### src/core/addr_break_map.vh
// register map, field positions, encodings and reset values of the address break matcher
`ifndef ADDR_BREAK_MAP_VH
`define ADDR_BREAK_MAP_VH

// ****************************************
// register byte offsets
// ****************************************
`define ABM_OFS_CONTROL        12'h000
`define ABM_OFS_STATUS         12'h004
`define ABM_OFS_MATCH_ADDRESS  12'h008
`define ABM_OFS_MATCH_DATA     12'h00c

// ****************************************
// break_control fields
// ****************************************
`define ABM_CTL_RET_MASK_BIT   7
`define ABM_CTL_CYCLE_HI       6
`define ABM_CTL_CYCLE_LO       5
`define ABM_CTL_ACMP_HI        4
`define ABM_CTL_ACMP_LO        2
`define ABM_CTL_DCMP_HI        1
`define ABM_CTL_DCMP_LO        0
`define ABM_CTL_RESET          8'h80

// ****************************************
// break_status fields
// ****************************************
`define ABM_STS_FLAG_BIT       7
`define ABM_STS_ENABLE_BIT     6
`define ABM_STS_RSVD_ONES      6'h3f

// ****************************************
// match registers
// ****************************************
`define ABM_ADDR_RESET         16'hffff
`define ABM_DATA_RESET         16'h0000

// ****************************************
// cycle type encodings
// ****************************************
`define ABM_CYC_EXEC           2'h0
`define ABM_CYC_READ           2'h1
`define ABM_CYC_WRITE          2'h2
`define ABM_CYC_RDWR           2'h3

// ****************************************
// address compare encodings and masks
// ****************************************
`define ABM_ACMP_16            3'h0
`define ABM_ACMP_12            3'h1
`define ABM_ACMP_8             3'h2
`define ABM_ACMP_4             3'h3
`define ABM_AMASK_16           16'hffff
`define ABM_AMASK_12           16'hfff0
`define ABM_AMASK_8            16'hff00
`define ABM_AMASK_4            16'hf000
`define ABM_AMASK_NONE         16'h0000

// ****************************************
// data compare encodings
// ****************************************
`define ABM_DCMP_NONE          2'h0
`define ABM_DCMP_LOW           2'h1
`define ABM_DCMP_HIGH          2'h2
`define ABM_DCMP_WORD          2'h3

// ****************************************
// bus constants
// ****************************************
`define ABM_WORD_ZERO          32'h0000_0000
`define ABM_BYTE_ONES          8'hff

`endif

### src/core/address_break_matcher.v
// address break matcher: apb registers, cpu bus compare, break request
// Function
// RULE_01: return_mask_control 0 holds off interrupts one instruction after return; 1 none.
// RULE_02: cycle type field picks execution, data read, data write, or read/write.
// RULE_03: address compare field compares 16, upper 12, upper 8 or upper 4 bits.
// RULE_04: software never sets address compare field top bit; reserved encodings.
// RULE_05: data compare field: none, low byte, high byte, or full word.
// RULE_06: byte accesses take compare data from upper lane, even or odd address.
// RULE_07: word accesses: even address upper lane, odd address lower lane.
// RULE_08: word access to 8-bit register space counts as two upper-lane byte accesses.
// RULE_09: software puts byte-compare data in the high match data byte.
// RULE_10: break flag sets when address, data and control conditions all match.
// RULE_11: break flag clears only by writing 0 after reading it as 1.
// RULE_12: interrupt request whenever break flag and interrupt enable are both 1.
// RULE_13: break request ignores the cpu interrupt mask bit.
// RULE_14: exception handling starts only after the current instruction completes.
// RULE_15: status bits 5 to 0 always read as 1.
// RULE_16: match address register is read/write, resets to all ones.
// RULE_17: software loads the first byte address of the target instruction.
// RULE_18: match data register is read/write; reset content undefined.
// RULE_19: with data compare, address and data must match in the same cycle.
// RULE_20: break flag stays set until software clears it; more matches keep it.
`timescale 1ns/1ns
`include "addr_break_map.vh"

module address_break_matcher (
	input  wire        sys_clk_in,
	input  wire        rst_in,
	// apb slave
	input  wire        psel_in,
	input  wire        penable_in,
	input  wire        pwrite_in,
	input  wire [11:0] paddr_in,
	input  wire [31:0] pwdata_in,
	output reg  [31:0] prdata_out,
	output reg         pready_out,
	output reg         pslverr_out,
	// cpu internal bus, same clock
	input  wire        cpu_exec_in,
	input  wire        cpu_read_in,
	input  wire        cpu_write_in,
	input  wire        cpu_byte_in,
	input  wire        cpu_io8_in,
	input  wire [15:0] cpu_addr_in,
	input  wire [15:0] cpu_data_in,
	input  wire        cpu_insn_done_in,
	input  wire        cpu_return_in,
	// break request to cpu
	output reg         break_irq_out,
	output reg         break_take_out
);

	// ****************************************
	// registers
	// ****************************************
	reg  [7:0]  break_control;
	reg         break_flag;
	reg         break_interrupt_enable;
	reg  [15:0] match_address;
	reg  [15:0] match_data;
	reg         flag_read_armed;
	reg         return_hold;
	reg         take_pending;

	wire        return_mask_control;
	wire [1:0]  cycle_type_sel;
	wire [2:0]  addr_compare_sel;
	wire [1:0]  data_compare_sel;

	assign return_mask_control = break_control[`ABM_CTL_RET_MASK_BIT];
	assign cycle_type_sel      = break_control[`ABM_CTL_CYCLE_HI:`ABM_CTL_CYCLE_LO];
	assign addr_compare_sel    = break_control[`ABM_CTL_ACMP_HI:`ABM_CTL_ACMP_LO];
	assign data_compare_sel    = break_control[`ABM_CTL_DCMP_HI:`ABM_CTL_DCMP_LO];

	// ****************************************
	// apb decode
	// ****************************************
	wire        acc_phase;
	wire        acc_done;
	wire        wr_done;
	wire        rd_done;
	wire        rd_status;
	wire        sel_control;
	wire        sel_status;
	wire        sel_address;
	wire        sel_data;
	wire        sel_any;

	assign acc_phase   = psel_in & penable_in;
	assign acc_done    = acc_phase & pready_out;
	assign wr_done     = acc_done & pwrite_in;
	assign rd_done     = acc_done & ~pwrite_in;
	assign rd_status   = rd_done & sel_status;
	assign sel_control = paddr_in == `ABM_OFS_CONTROL;
	assign sel_status  = paddr_in == `ABM_OFS_STATUS;
	assign sel_address = paddr_in == `ABM_OFS_MATCH_ADDRESS;
	assign sel_data    = paddr_in == `ABM_OFS_MATCH_DATA;
	assign sel_any     = sel_control | sel_status | sel_address | sel_data;

	// ****************************************
	// apb response
	// ****************************************
	wire [7:0]  status_rdata;

	// reserved low bits are tied, not stored
	assign status_rdata = {break_flag, break_interrupt_enable, `ABM_STS_RSVD_ONES}; // RULE_15

	reg  [31:0] next_rdata;

	always @* begin
		next_rdata = `ABM_WORD_ZERO;
		case (1'b1)
			sel_control: begin
				next_rdata[7:0] = break_control;
			end
			sel_status: begin
				next_rdata[7:0] = status_rdata; // RULE_15
			end
			sel_address: begin
				next_rdata[15:0] = match_address;
			end
			sel_data: begin
				next_rdata[15:0] = match_data;
			end
			default: begin
				next_rdata = `ABM_WORD_ZERO;
			end
		endcase
	end

	// one wait state: answer is registered so outputs stay flop-driven
	always @(posedge sys_clk_in) begin
		if (rst_in) begin
			pready_out  <= 1'b0;
			pslverr_out <= 1'b0;
			prdata_out  <= `ABM_WORD_ZERO;
		end else if (acc_phase & ~pready_out) begin
			pready_out  <= 1'b1;
			pslverr_out <= ~sel_any;
			prdata_out  <= pwrite_in ? `ABM_WORD_ZERO : next_rdata;
		end else begin
			pready_out  <= 1'b0;
			pslverr_out <= 1'b0;
			prdata_out  <= `ABM_WORD_ZERO;
		end
	end

	// ****************************************
	// cpu bus compare
	// ****************************************
	reg  [15:0] addr_mask;
	wire        addr_hit;
	wire        acmp_reserved;

	// a zero mask would hit every address, so reserved settings are gated off
	assign acmp_reserved = addr_compare_sel[`ABM_CTL_ACMP_HI - `ABM_CTL_ACMP_LO];

	always @* begin
		case (addr_compare_sel)
			`ABM_ACMP_16: addr_mask = `ABM_AMASK_16; // RULE_03
			`ABM_ACMP_12: addr_mask = `ABM_AMASK_12; // RULE_03
			`ABM_ACMP_8:  addr_mask = `ABM_AMASK_8; // RULE_03
			`ABM_ACMP_4:  addr_mask = `ABM_AMASK_4; // RULE_03
			default:      addr_mask = `ABM_AMASK_NONE;
		endcase
	end

	// reserved settings are treated as never matching
	field_match #(.WIDTH(16)) u_addr_match (
		.value_in (cpu_addr_in),
		.ref_in   (match_address),
		.mask_in  (addr_mask),
		.hit_out  (addr_hit)
	);

	reg         cycle_hit;

	always @* begin
		case (cycle_type_sel)
			`ABM_CYC_EXEC:  cycle_hit = cpu_exec_in; // RULE_02
			`ABM_CYC_READ:  cycle_hit = cpu_read_in; // RULE_02
			`ABM_CYC_WRITE: cycle_hit = cpu_write_in; // RULE_02
			`ABM_CYC_RDWR:  cycle_hit = cpu_read_in | cpu_write_in; // RULE_02
			default:        cycle_hit = 1'b0;
		endcase
	end

	// lane carrying the transfer
	wire        byte_like;
	wire        upper_lane;
	wire        high_hit;
	wire        low_hit;

	assign byte_like  = cpu_byte_in | cpu_io8_in; // RULE_06 RULE_08
	assign upper_lane = byte_like | ~cpu_addr_in[0]; // RULE_07

	field_match #(.WIDTH(8)) u_high_match (
		.value_in (cpu_data_in[15:8]),
		.ref_in   (match_data[15:8]),
		.mask_in  (`ABM_BYTE_ONES),
		.hit_out  (high_hit)
	);

	field_match #(.WIDTH(8)) u_low_match (
		.value_in (cpu_data_in[7:0]),
		.ref_in   (match_data[7:0]),
		.mask_in  (`ABM_BYTE_ONES),
		.hit_out  (low_hit)
	);

	reg         data_hit;

	always @* begin
		case (data_compare_sel)
			`ABM_DCMP_NONE: data_hit = 1'b1; // RULE_05
			`ABM_DCMP_LOW:  data_hit = ~upper_lane & low_hit; // RULE_05 RULE_07
			`ABM_DCMP_HIGH: data_hit = upper_lane & high_hit; // RULE_05 RULE_06
			`ABM_DCMP_WORD: data_hit = ~byte_like & high_hit & low_hit; // RULE_05
			default:        data_hit = 1'b0;
		endcase
	end

	wire        match_event;

	// address and data judged on the same cycle
	assign match_event = cycle_hit & addr_hit & data_hit & ~acmp_reserved; // RULE_10 RULE_19

	// ****************************************
	// register writes
	// ****************************************
	wire        status_wr;
	wire        flag_clear;

	assign status_wr  = wr_done & sel_status;
	assign flag_clear = status_wr & flag_read_armed & ~pwdata_in[`ABM_STS_FLAG_BIT]; // RULE_11

	always @(posedge sys_clk_in) begin
		if (rst_in) begin
			break_control          <= `ABM_CTL_RESET;
			break_interrupt_enable <= 1'b0;
			match_address          <= `ABM_ADDR_RESET; // RULE_16
			match_data             <= `ABM_DATA_RESET; // RULE_18
		end else if (wr_done) begin
			if (sel_control) begin
				break_control <= pwdata_in[7:0];
			end
			if (sel_status) begin
				break_interrupt_enable <= pwdata_in[`ABM_STS_ENABLE_BIT];
			end
			if (sel_address) begin
				match_address <= pwdata_in[15:0]; // RULE_16
			end
			if (sel_data) begin
				match_data <= pwdata_in[15:0]; // RULE_18
			end
		end
	end

	// ****************************************
	// break flag
	// ****************************************
	reg         next_break_flag;

	// a match in the clearing cycle wins over the clear
	always @* begin
		next_break_flag = break_flag;
		if (flag_clear) begin
			next_break_flag = 1'b0; // RULE_11
		end
		if (match_event) begin
			next_break_flag = 1'b1; // RULE_10 RULE_20
		end
	end

	always @(posedge sys_clk_in) begin
		if (rst_in) begin
			break_flag <= 1'b0;
		end else begin
			break_flag <= next_break_flag;
		end
	end

	// arming: a status read that saw the flag at 1
	always @(posedge sys_clk_in) begin
		if (rst_in) begin
			flag_read_armed <= 1'b0;
		end else if (rd_status & break_flag) begin
			flag_read_armed <= 1'b1; // RULE_11
		end else if (status_wr) begin
			flag_read_armed <= 1'b0; // RULE_11
		end
	end

	// ****************************************
	// request to cpu
	// ****************************************
	wire        next_break_irq;

	assign next_break_irq = break_flag & break_interrupt_enable; // RULE_12

	// interrupt mask bit of the cpu is deliberately not an input
	always @(posedge sys_clk_in) begin
		if (rst_in) begin
			break_irq_out <= 1'b0;
		end else begin
			break_irq_out <= next_break_irq; // RULE_12 RULE_13
		end
	end

	// ****************************************
	// exception start
	// ****************************************

	// hold-off spans the one instruction after a return
	always @(posedge sys_clk_in) begin
		if (rst_in) begin
			return_hold <= 1'b0;
		end else if (cpu_return_in) begin
			return_hold <= ~return_mask_control; // RULE_01
		end else if (cpu_insn_done_in) begin
			return_hold <= 1'b0; // RULE_01
		end
	end

	wire        take_now;

	assign take_now = break_irq_out & ~take_pending & cpu_insn_done_in
		& ~return_hold & ~cpu_return_in; // RULE_14 RULE_01

	// one take per raised request; rearms once the request drops
	always @(posedge sys_clk_in) begin
		if (rst_in) begin
			take_pending   <= 1'b0;
			break_take_out <= 1'b0;
		end else begin
			break_take_out <= take_now; // RULE_14
			if (take_now) begin
				take_pending <= 1'b1;
			end else if (~break_irq_out) begin
				take_pending <= 1'b0;
			end
		end
	end

endmodule // address_break_matcher

### src/core/field_match.v
// masked equality comparator used for address and data lanes
`timescale 1ns/1ns

module field_match #(
	parameter WIDTH = 16
) (
	input  wire [WIDTH-1:0] value_in,
	input  wire [WIDTH-1:0] ref_in,
	input  wire [WIDTH-1:0] mask_in,
	output wire             hit_out
);

	// only bits under the mask take part
	assign hit_out = ((value_in ^ ref_in) & mask_in) == {WIDTH{1'b0}};

endmodule // field_match

### config.mk
export PLATFORM = sky130hd
export DESIGN_NAME = address_break_matcher
export DESIGN_NICKNAME = d
export VERILOG_FILES = /design/src/core/address_break_matcher.v /design/src/core/field_match.v
export VERILOG_INCLUDE_DIRS = /design/src /design/src/core
export SDC_FILE = /design/constraint.sdc
export NUM_CORES = 1
export LEC_CHECK = 0
export ABC_CLOCK_PERIOD_IN_PS = 1510
export BUFFER_PORTS_ARGS = -buffer_cell sky130_fd_sc_hd__clkbuf_2
export CAP_MARGIN = 40
export CORE_MARGIN = 2
export CORE_UTILIZATION = 43
export CTS_CLUSTER_DIAMETER = 150
export DETAILED_ROUTE_END_ITERATION = 12
export PLACE_DENSITY = 0.86
export REMOVE_ABC_BUFFERS = 1
export SLEW_MARGIN = 40
export SYNTH_ARGS = -nofsm -noshare
export SYNTH_HDL_FRONTEND = slang
export SYNTH_SLANG_ARGS = --single-unit
### constraint.sdc
create_clock -name sys_clk_in -period 1.51 [get_ports sys_clk_in]
set_input_delay 0.151 -clock sys_clk_in [delete_from_list [all_inputs] [get_ports sys_clk_in]]
set_output_delay 0.151 -clock sys_clk_in [all_outputs]
set_load 0.01 [all_outputs]
======== Yosys cells after proc, flatten, opt, wreduce, memory -nomap -nowiden ========
Index checks and enable logic that the tools add are counted.
word-level totals
  bits in registers ....................... 81
operators by class
  equality and inequality tests ........... 13
  multiplexer cells ....................... 18
  bitwise logic cells ..................... 45
  reductions and logical operators ........ 17
operators by type and width
  cell                                            number
  one-hot mux 16 bit (4 select lines)             1
  two-way mux 8 bit                               6
  == test 12 x 4 -> 1 bit, second input constant  2
  AND 1 bit                                       22
  AND 16 bit                                      1
  zero test 16 bit                                1
  zero test 8 bit                                 2
  XOR 16 bit                                      1
  XOR 8 bit                                       2
  inverter 1 bit                                  13
  == test 12 x 3 -> 1 bit, second input constant  1
  zero test 12 bit                                1
  two-way mux 1 bit                               9
  == test 2 bit, second input constant            4
  one-hot mux 1 bit (4 select lines)              2
  AND reduction 2 bit                             4
  == test 3 x 2 -> 1 bit, second input constant   2
  OR 1 bit                                        6
  nonzero test 2 bit                              3
  OR reduction 5 bit                              1
  == test 2 x 1 -> 1 bit, second input constant   2
  zero test 2 bit                                 2
  == test 3 x 1 -> 1 bit, second input constant   1
  zero test 3 bit                                 1
  3 further kinds                                 3

======== Longest topological paths before layout ========
  depth in word-level cells ............... 8
  depth in mapped cells ................... 8
  mapped depth without buffers ............ 5

======== Hierarchy ========
From an unflattened synthesis, not the netlist that was laid out.
unflattened totals
  cell total of the unflattened synthesis .. 327
  area, all modules ....................... 3218.1 um2
by module, submodules not included
  module                          times used  cells each  area each (um2)  seq. area each (um2)
  address_break_matcher           1           274         2783.9           1301.2
  field_match (u_high_match ...)  2           13          108.9            0.0
  field_match (u_addr_match)      1           27          216.5            0.0

======== Worst setup path after synthesis ========
No wires, ideal clock.
  kind .................................... register to register
  start point ............................. register pready_out
  end point ............................... register match_data[10]
  data arrival time ....................... 1.454 ns
  required time ........................... 1.382 ns
  path slack .............................. -0.071 ns
  stages on the path, launching flop included .. 8
  buffers on the path ..................... 2
  path through ............................ dfxtp_1 and3_1 and4_1 buf_2 nand4_4 buf_2 mux2i_1 nor2_1
on the way
  word-level cells in the longest chain between the ends .. 3
RTL lines
  item                                  RTL line                     RTL
  start, declared                       address_break_matcher.v:36   output reg pready_out,
  start signal, assigned                address_break_matcher.v:134  pready_out <= 1'b0;
  start signal, assigned                address_break_matcher.v:138  pready_out <= 1'b1;
  start signal, assigned                address_break_matcher.v:142  pready_out <= 1'b0;
  AND 1 bit                             address_break_matcher.v:90   assign acc_done = acc_phase & pready_out;
  AND 1 bit                             address_break_matcher.v:91   assign wr_done = acc_done & pwrite_in;
  AND reduction 2 bit (no source line)  n/a
  end signal, assigned                  address_break_matcher.v:242  match_data <= `ABM_DATA_RESET;
  end signal, assigned                  address_break_matcher.v:254  match_data <= pwdata_in[15:0];
  end, declared                         address_break_matcher.v:60   reg [15:0] match_data;
Every way passes these cells.
A chain may end at the register's enable or synchronous reset.

======== Worst setup path in the final report ========
  start point ............................. register pready_out
  end point ............................... register match_data[1]
Same word-level chain as after synthesis.

==> impl_metrics.csv <==
group,metric,value,unit
logic_synthesis,synth_top_area_share,0.4314,
logic_synthesis,syn_inst,326,
timing,min_period_over_period,1.021,
global_route,grt_pass1_vias,2428,
route,wl_per_cell,14.11,µm
worst_setup_path,endpoint_kind,"register",
clocking,insertion_delay,0.35,ns
clocking,clock-sinks,65,
global_route,grt_max_degree,39,
clocking,cts.clk_slew.worst_paths,0.09,ns
worst_setup_path,slowest_stage,"dfxtp_2",
clocking,cts-buffers-inserted,9,
timing,fin_skew,0.01320,ns
worst_setup_path,path_cells,"and3_1 -> and4_4 -> buf_4 -> nand4_4 -> buf_12 -> mux2i_1 -> nor2_1",
logic_synthesis,synth_area_leader_cell,"dfxtp_1",
die,die_h,87.76,µm
worst_setup_path,crit_fanout,12,
global_route,grt_usage,0.1942,
place,place_area,3576,µm²
worst_setup_path,critPathKind,"reg -> reg",
logic_synthesis,synth_top_cells_by_count,"dfxtp_1 (65), nor2_1 (62), mux2i_1 (32), xnor2_1 (26)",
timing,hold_ws,0.06881,ns
clocking,clock_path_buffers,2,
logic_synthesis,syn_area_per_cell,9.254,µm²
logic_synthesis,synthTopCellsByArea,"dfxtp_1 (43%), mux2i_1 (11%), nor2_1 (7.7%), xnor2_1 (7.5%), buf_4 (4.2%)",
timing,max_freq,0.6488,GHz
die,fp.coreArea,6794,µm²
worst_setup_path,rr_startpoint,"pready_out",
hold_path,whs_endpoint,"break_take_out",
route,drt_iter0_drc,147,
worst_setup_path,rrSetupSlack,-0.03,ns
die,fp.dieW,87.76,µm
hold_path,hold_path.startpoint,"cpu_insn_done_in",
route,vias,2645,
logic_synthesis,synth_edf_count,0,
route,totalWireLength,7451,µm
worst_setup_path,critical_path_cell_count,7,
place,finalWeightedCongestion,0.8524,
finish,drive_gt1_frac,0.3519,
timing,hold_viol,0,
die,fp-row-count,30,
timing,slew_violations,0,
worst_setup_path,worstRegToRegCells,7,
clocking,htreeDepth,3,
logic_synthesis,yosysMostFrequentCell,"dfxtp_1",
die,io_pins,124,
worst_setup_path,start_kind,"register",
global_route,antenna_found_initial,0,
logic_synthesis,synthArstFlopShare,0,
timing,setup_ws,-0.03132,ns
finish,fin_area,3897,µm²
pwr,p_per_area,902.4,nW/µm²
timing,period_needed,1.541,ns
pwr,leakagePower,1.766,nW
die,initial_core_util,0.4440,
run,drv_cap,0,
outcome,violations,"negative setup slack",
finish,insertedDiodeCount,0,
timing,worstMarginPinSlew,0.5066,ns
clocking,cts-root-buf,"clkbuf_8",
die,dieArea,7702,µm²
place,dpl.hpwl,5422,µm
finish,fin_nets,515,
worst_setup_path,required,1.72,ns
worst_setup_path,crit_family,"simple AND/OR/NAND/NOR gates",
global_route,grt_pass1_wl,11290,µm
finish,area_delta_synth_final,29.20,%
route,drt-vias-per-instance,5.009,
worst_setup_path,r2r-end,"match_data[1]",
hold_path,min_path_cells,3,
timing,setup_viol,24,
route,drc,0,
outcome,outcome,"complete, but fails checks",
timing,slew_headroom,0.6623,
logic_synthesis,ys_seq_elements,65,
place,dp_slack,-0.2007,ns
logic_synthesis,yosysUniqueCellTypes,41,
logic_synthesis,synth_area,3017,µm²
route,dr.pass1.iters,4,
logic_synthesis,synth_ff_type,"dfxtp_1",
global_route,grt.overflow.total,0,
clocking,tritoncts,"done",
place,port_buffers,91,
logic_synthesis,yosysSeqAreaShare,0.4314,
timing,rsz0062_at_grt,"true",
logic_synthesis,ys_warn_count,0,
worst_setup_path,max_stage_delay,0.34,ns
route,ant_nets,0,
finish,n_fill_cell,583,
pwr,peakVddDrop,0.4674,mV
worst_setup_path,path_buf_inv,2,
hold_path,hold_path.class,"in -> reg",
worst_setup_path,arrival,1.75,ns
-- cell type report --
cell class | instances | area (µm²) | area share
Clock inverter | 7 | 77.57 | 0.01990
Sequential cell | 65 | 1304 | 0.3345
Clock buffer | 9 | 123.9 | 0.03178
Inverter | 6 | 22.52 | 0.005778
Tap cell | 96 | 120.1 | 0.03082
Timing Repair Buffer | 109 | 625.6 | 0.1605
Multi-Input combinational cell | 236 | 1624 | 0.4167
-- where the power goes --
group	switching (W)	internal (W)
clock	0.000714	0.000776
combinational	0.000168	0.000143
sequential	0.000000913	0.00172
total	0.000883	0.00263
-- worst reg2reg max path, delay by kind of cell (launching register included) --
family                 cells  cell delay (ns)
muxes                      1             0.15
DFF                        1             0.34
buffers and inverters      2             0.32
and+or+nand+nor            4             0.60
-- layout by cell type (no fill, tap or decap), types with 2 or more instances in the layout --
master / synthesis / routed
buf_12: 0 / 2
nor2_1: 62 / 62
dfxtp_1: 65 / 63
nand2b_1: 3 / 3
xnor2_1: 26 / 26
clkbuf_8: 0 / 9
clkbuf_2: 0 / 91
xor2_1: 6 / 6
buf_4: 17 / 13
o41ai_2: 0 / 2
or3_1: 2 / 2
conb_1: 1 / 16
mux4_2: 2 / 2
a21oi_1: 18 / 18
mux2_2: 5 / 5
o21ai_0: 3 / 2
nor3_2: 0 / 7
nor3b_1: 3 / 3
nor3_1: 18 / 11
buf_6: 2 / 2
o22ai_1: 6 / 6
inv_1: 6 / 6
nor2b_1: 4 / 4
nand4_1: 4 / 4
nand3_1: 5 / 5
clkinv_4: 0 / 2
mux2i_1: 32 / 31
inv_6: 0 / 2
dfxtp_2: 0 / 2
nor4_2: 2 / 2
nand2_1: 3 / 3
-- per-stage QoR --
step	setup TNS [ns]	total power [W]	utilization	cells
final	-0.3069	0.003517	0.5737	528
after global routing	-2.547	0.003653	0.5737	528
after CTS	-0.1598	0.003536	0.5615	526
after detailed placement	-6.636	0.002054	0.5263	509
after global placement	-3.107	0.002048	0.5263	509
after floorplan	-10.02	0.001869	-	307
-- cell families (layout without fill, tap and decap cells) --
logic type	Yosys count	count (layout)	synth area share
AND/OR/NAND/NOR	113	113	0.1842
flip-flops	65	65	0.4314
buffers and inverters	40	131	0.07714
multiplexers	39	39	0.1398
AO/OA/AOI/OAI	36	36	0.07342
XOR/XNOR	32	32	0.09291
other	1	16	0.001243
-- per-layer routing --
metal / track usage / part of all wire
met4: 0.08112 / 0.0068
met2: 0.3175 / 0.50
met5: 0 / 0
met3: 0.07352 / 0.092
met1: 0.2289 / 0.41
-- repair_timing --
| action | 4_1_cts | 5_1_grt |
|---|---|---|
| pin swaps | 3 | 3 |
| hold buffers | 1 | 0 |
| endpoints found under the setup margin | 37 | 34 |
| hold endpoints to repair | 1 | 0 |
| setup buffers | 0 | 2 |
| cloned | 0 | 0 |
| gates resized for setup | 8 | 15 |
-- registers in the layout, indices dropped and copies added (netlist names) --
signal,flops
take_pending,1
break_irq_out,1
break_take_out,1
pready_out,1
pslverr_out,1
prdata_out,16
match_data,16
break_interrupt_enable,1
break_flag,1
break_control,8
match_address,16
return_hold,1
flag_read_armed,1
-- how the worst max path moves through the flow --
stage	startpoint	endpoint
after floorplan	pready_out	match_address[0]
after global placement	paddr_in[9]	break_control[4]
after detailed placement	paddr_in[9]	break_control[0]
after CTS	pready_out	break_control[2]
after global routing	pready_out	break_control[5]
final	pready_out	match_data[1]
(Power assumes the default switching activity.)
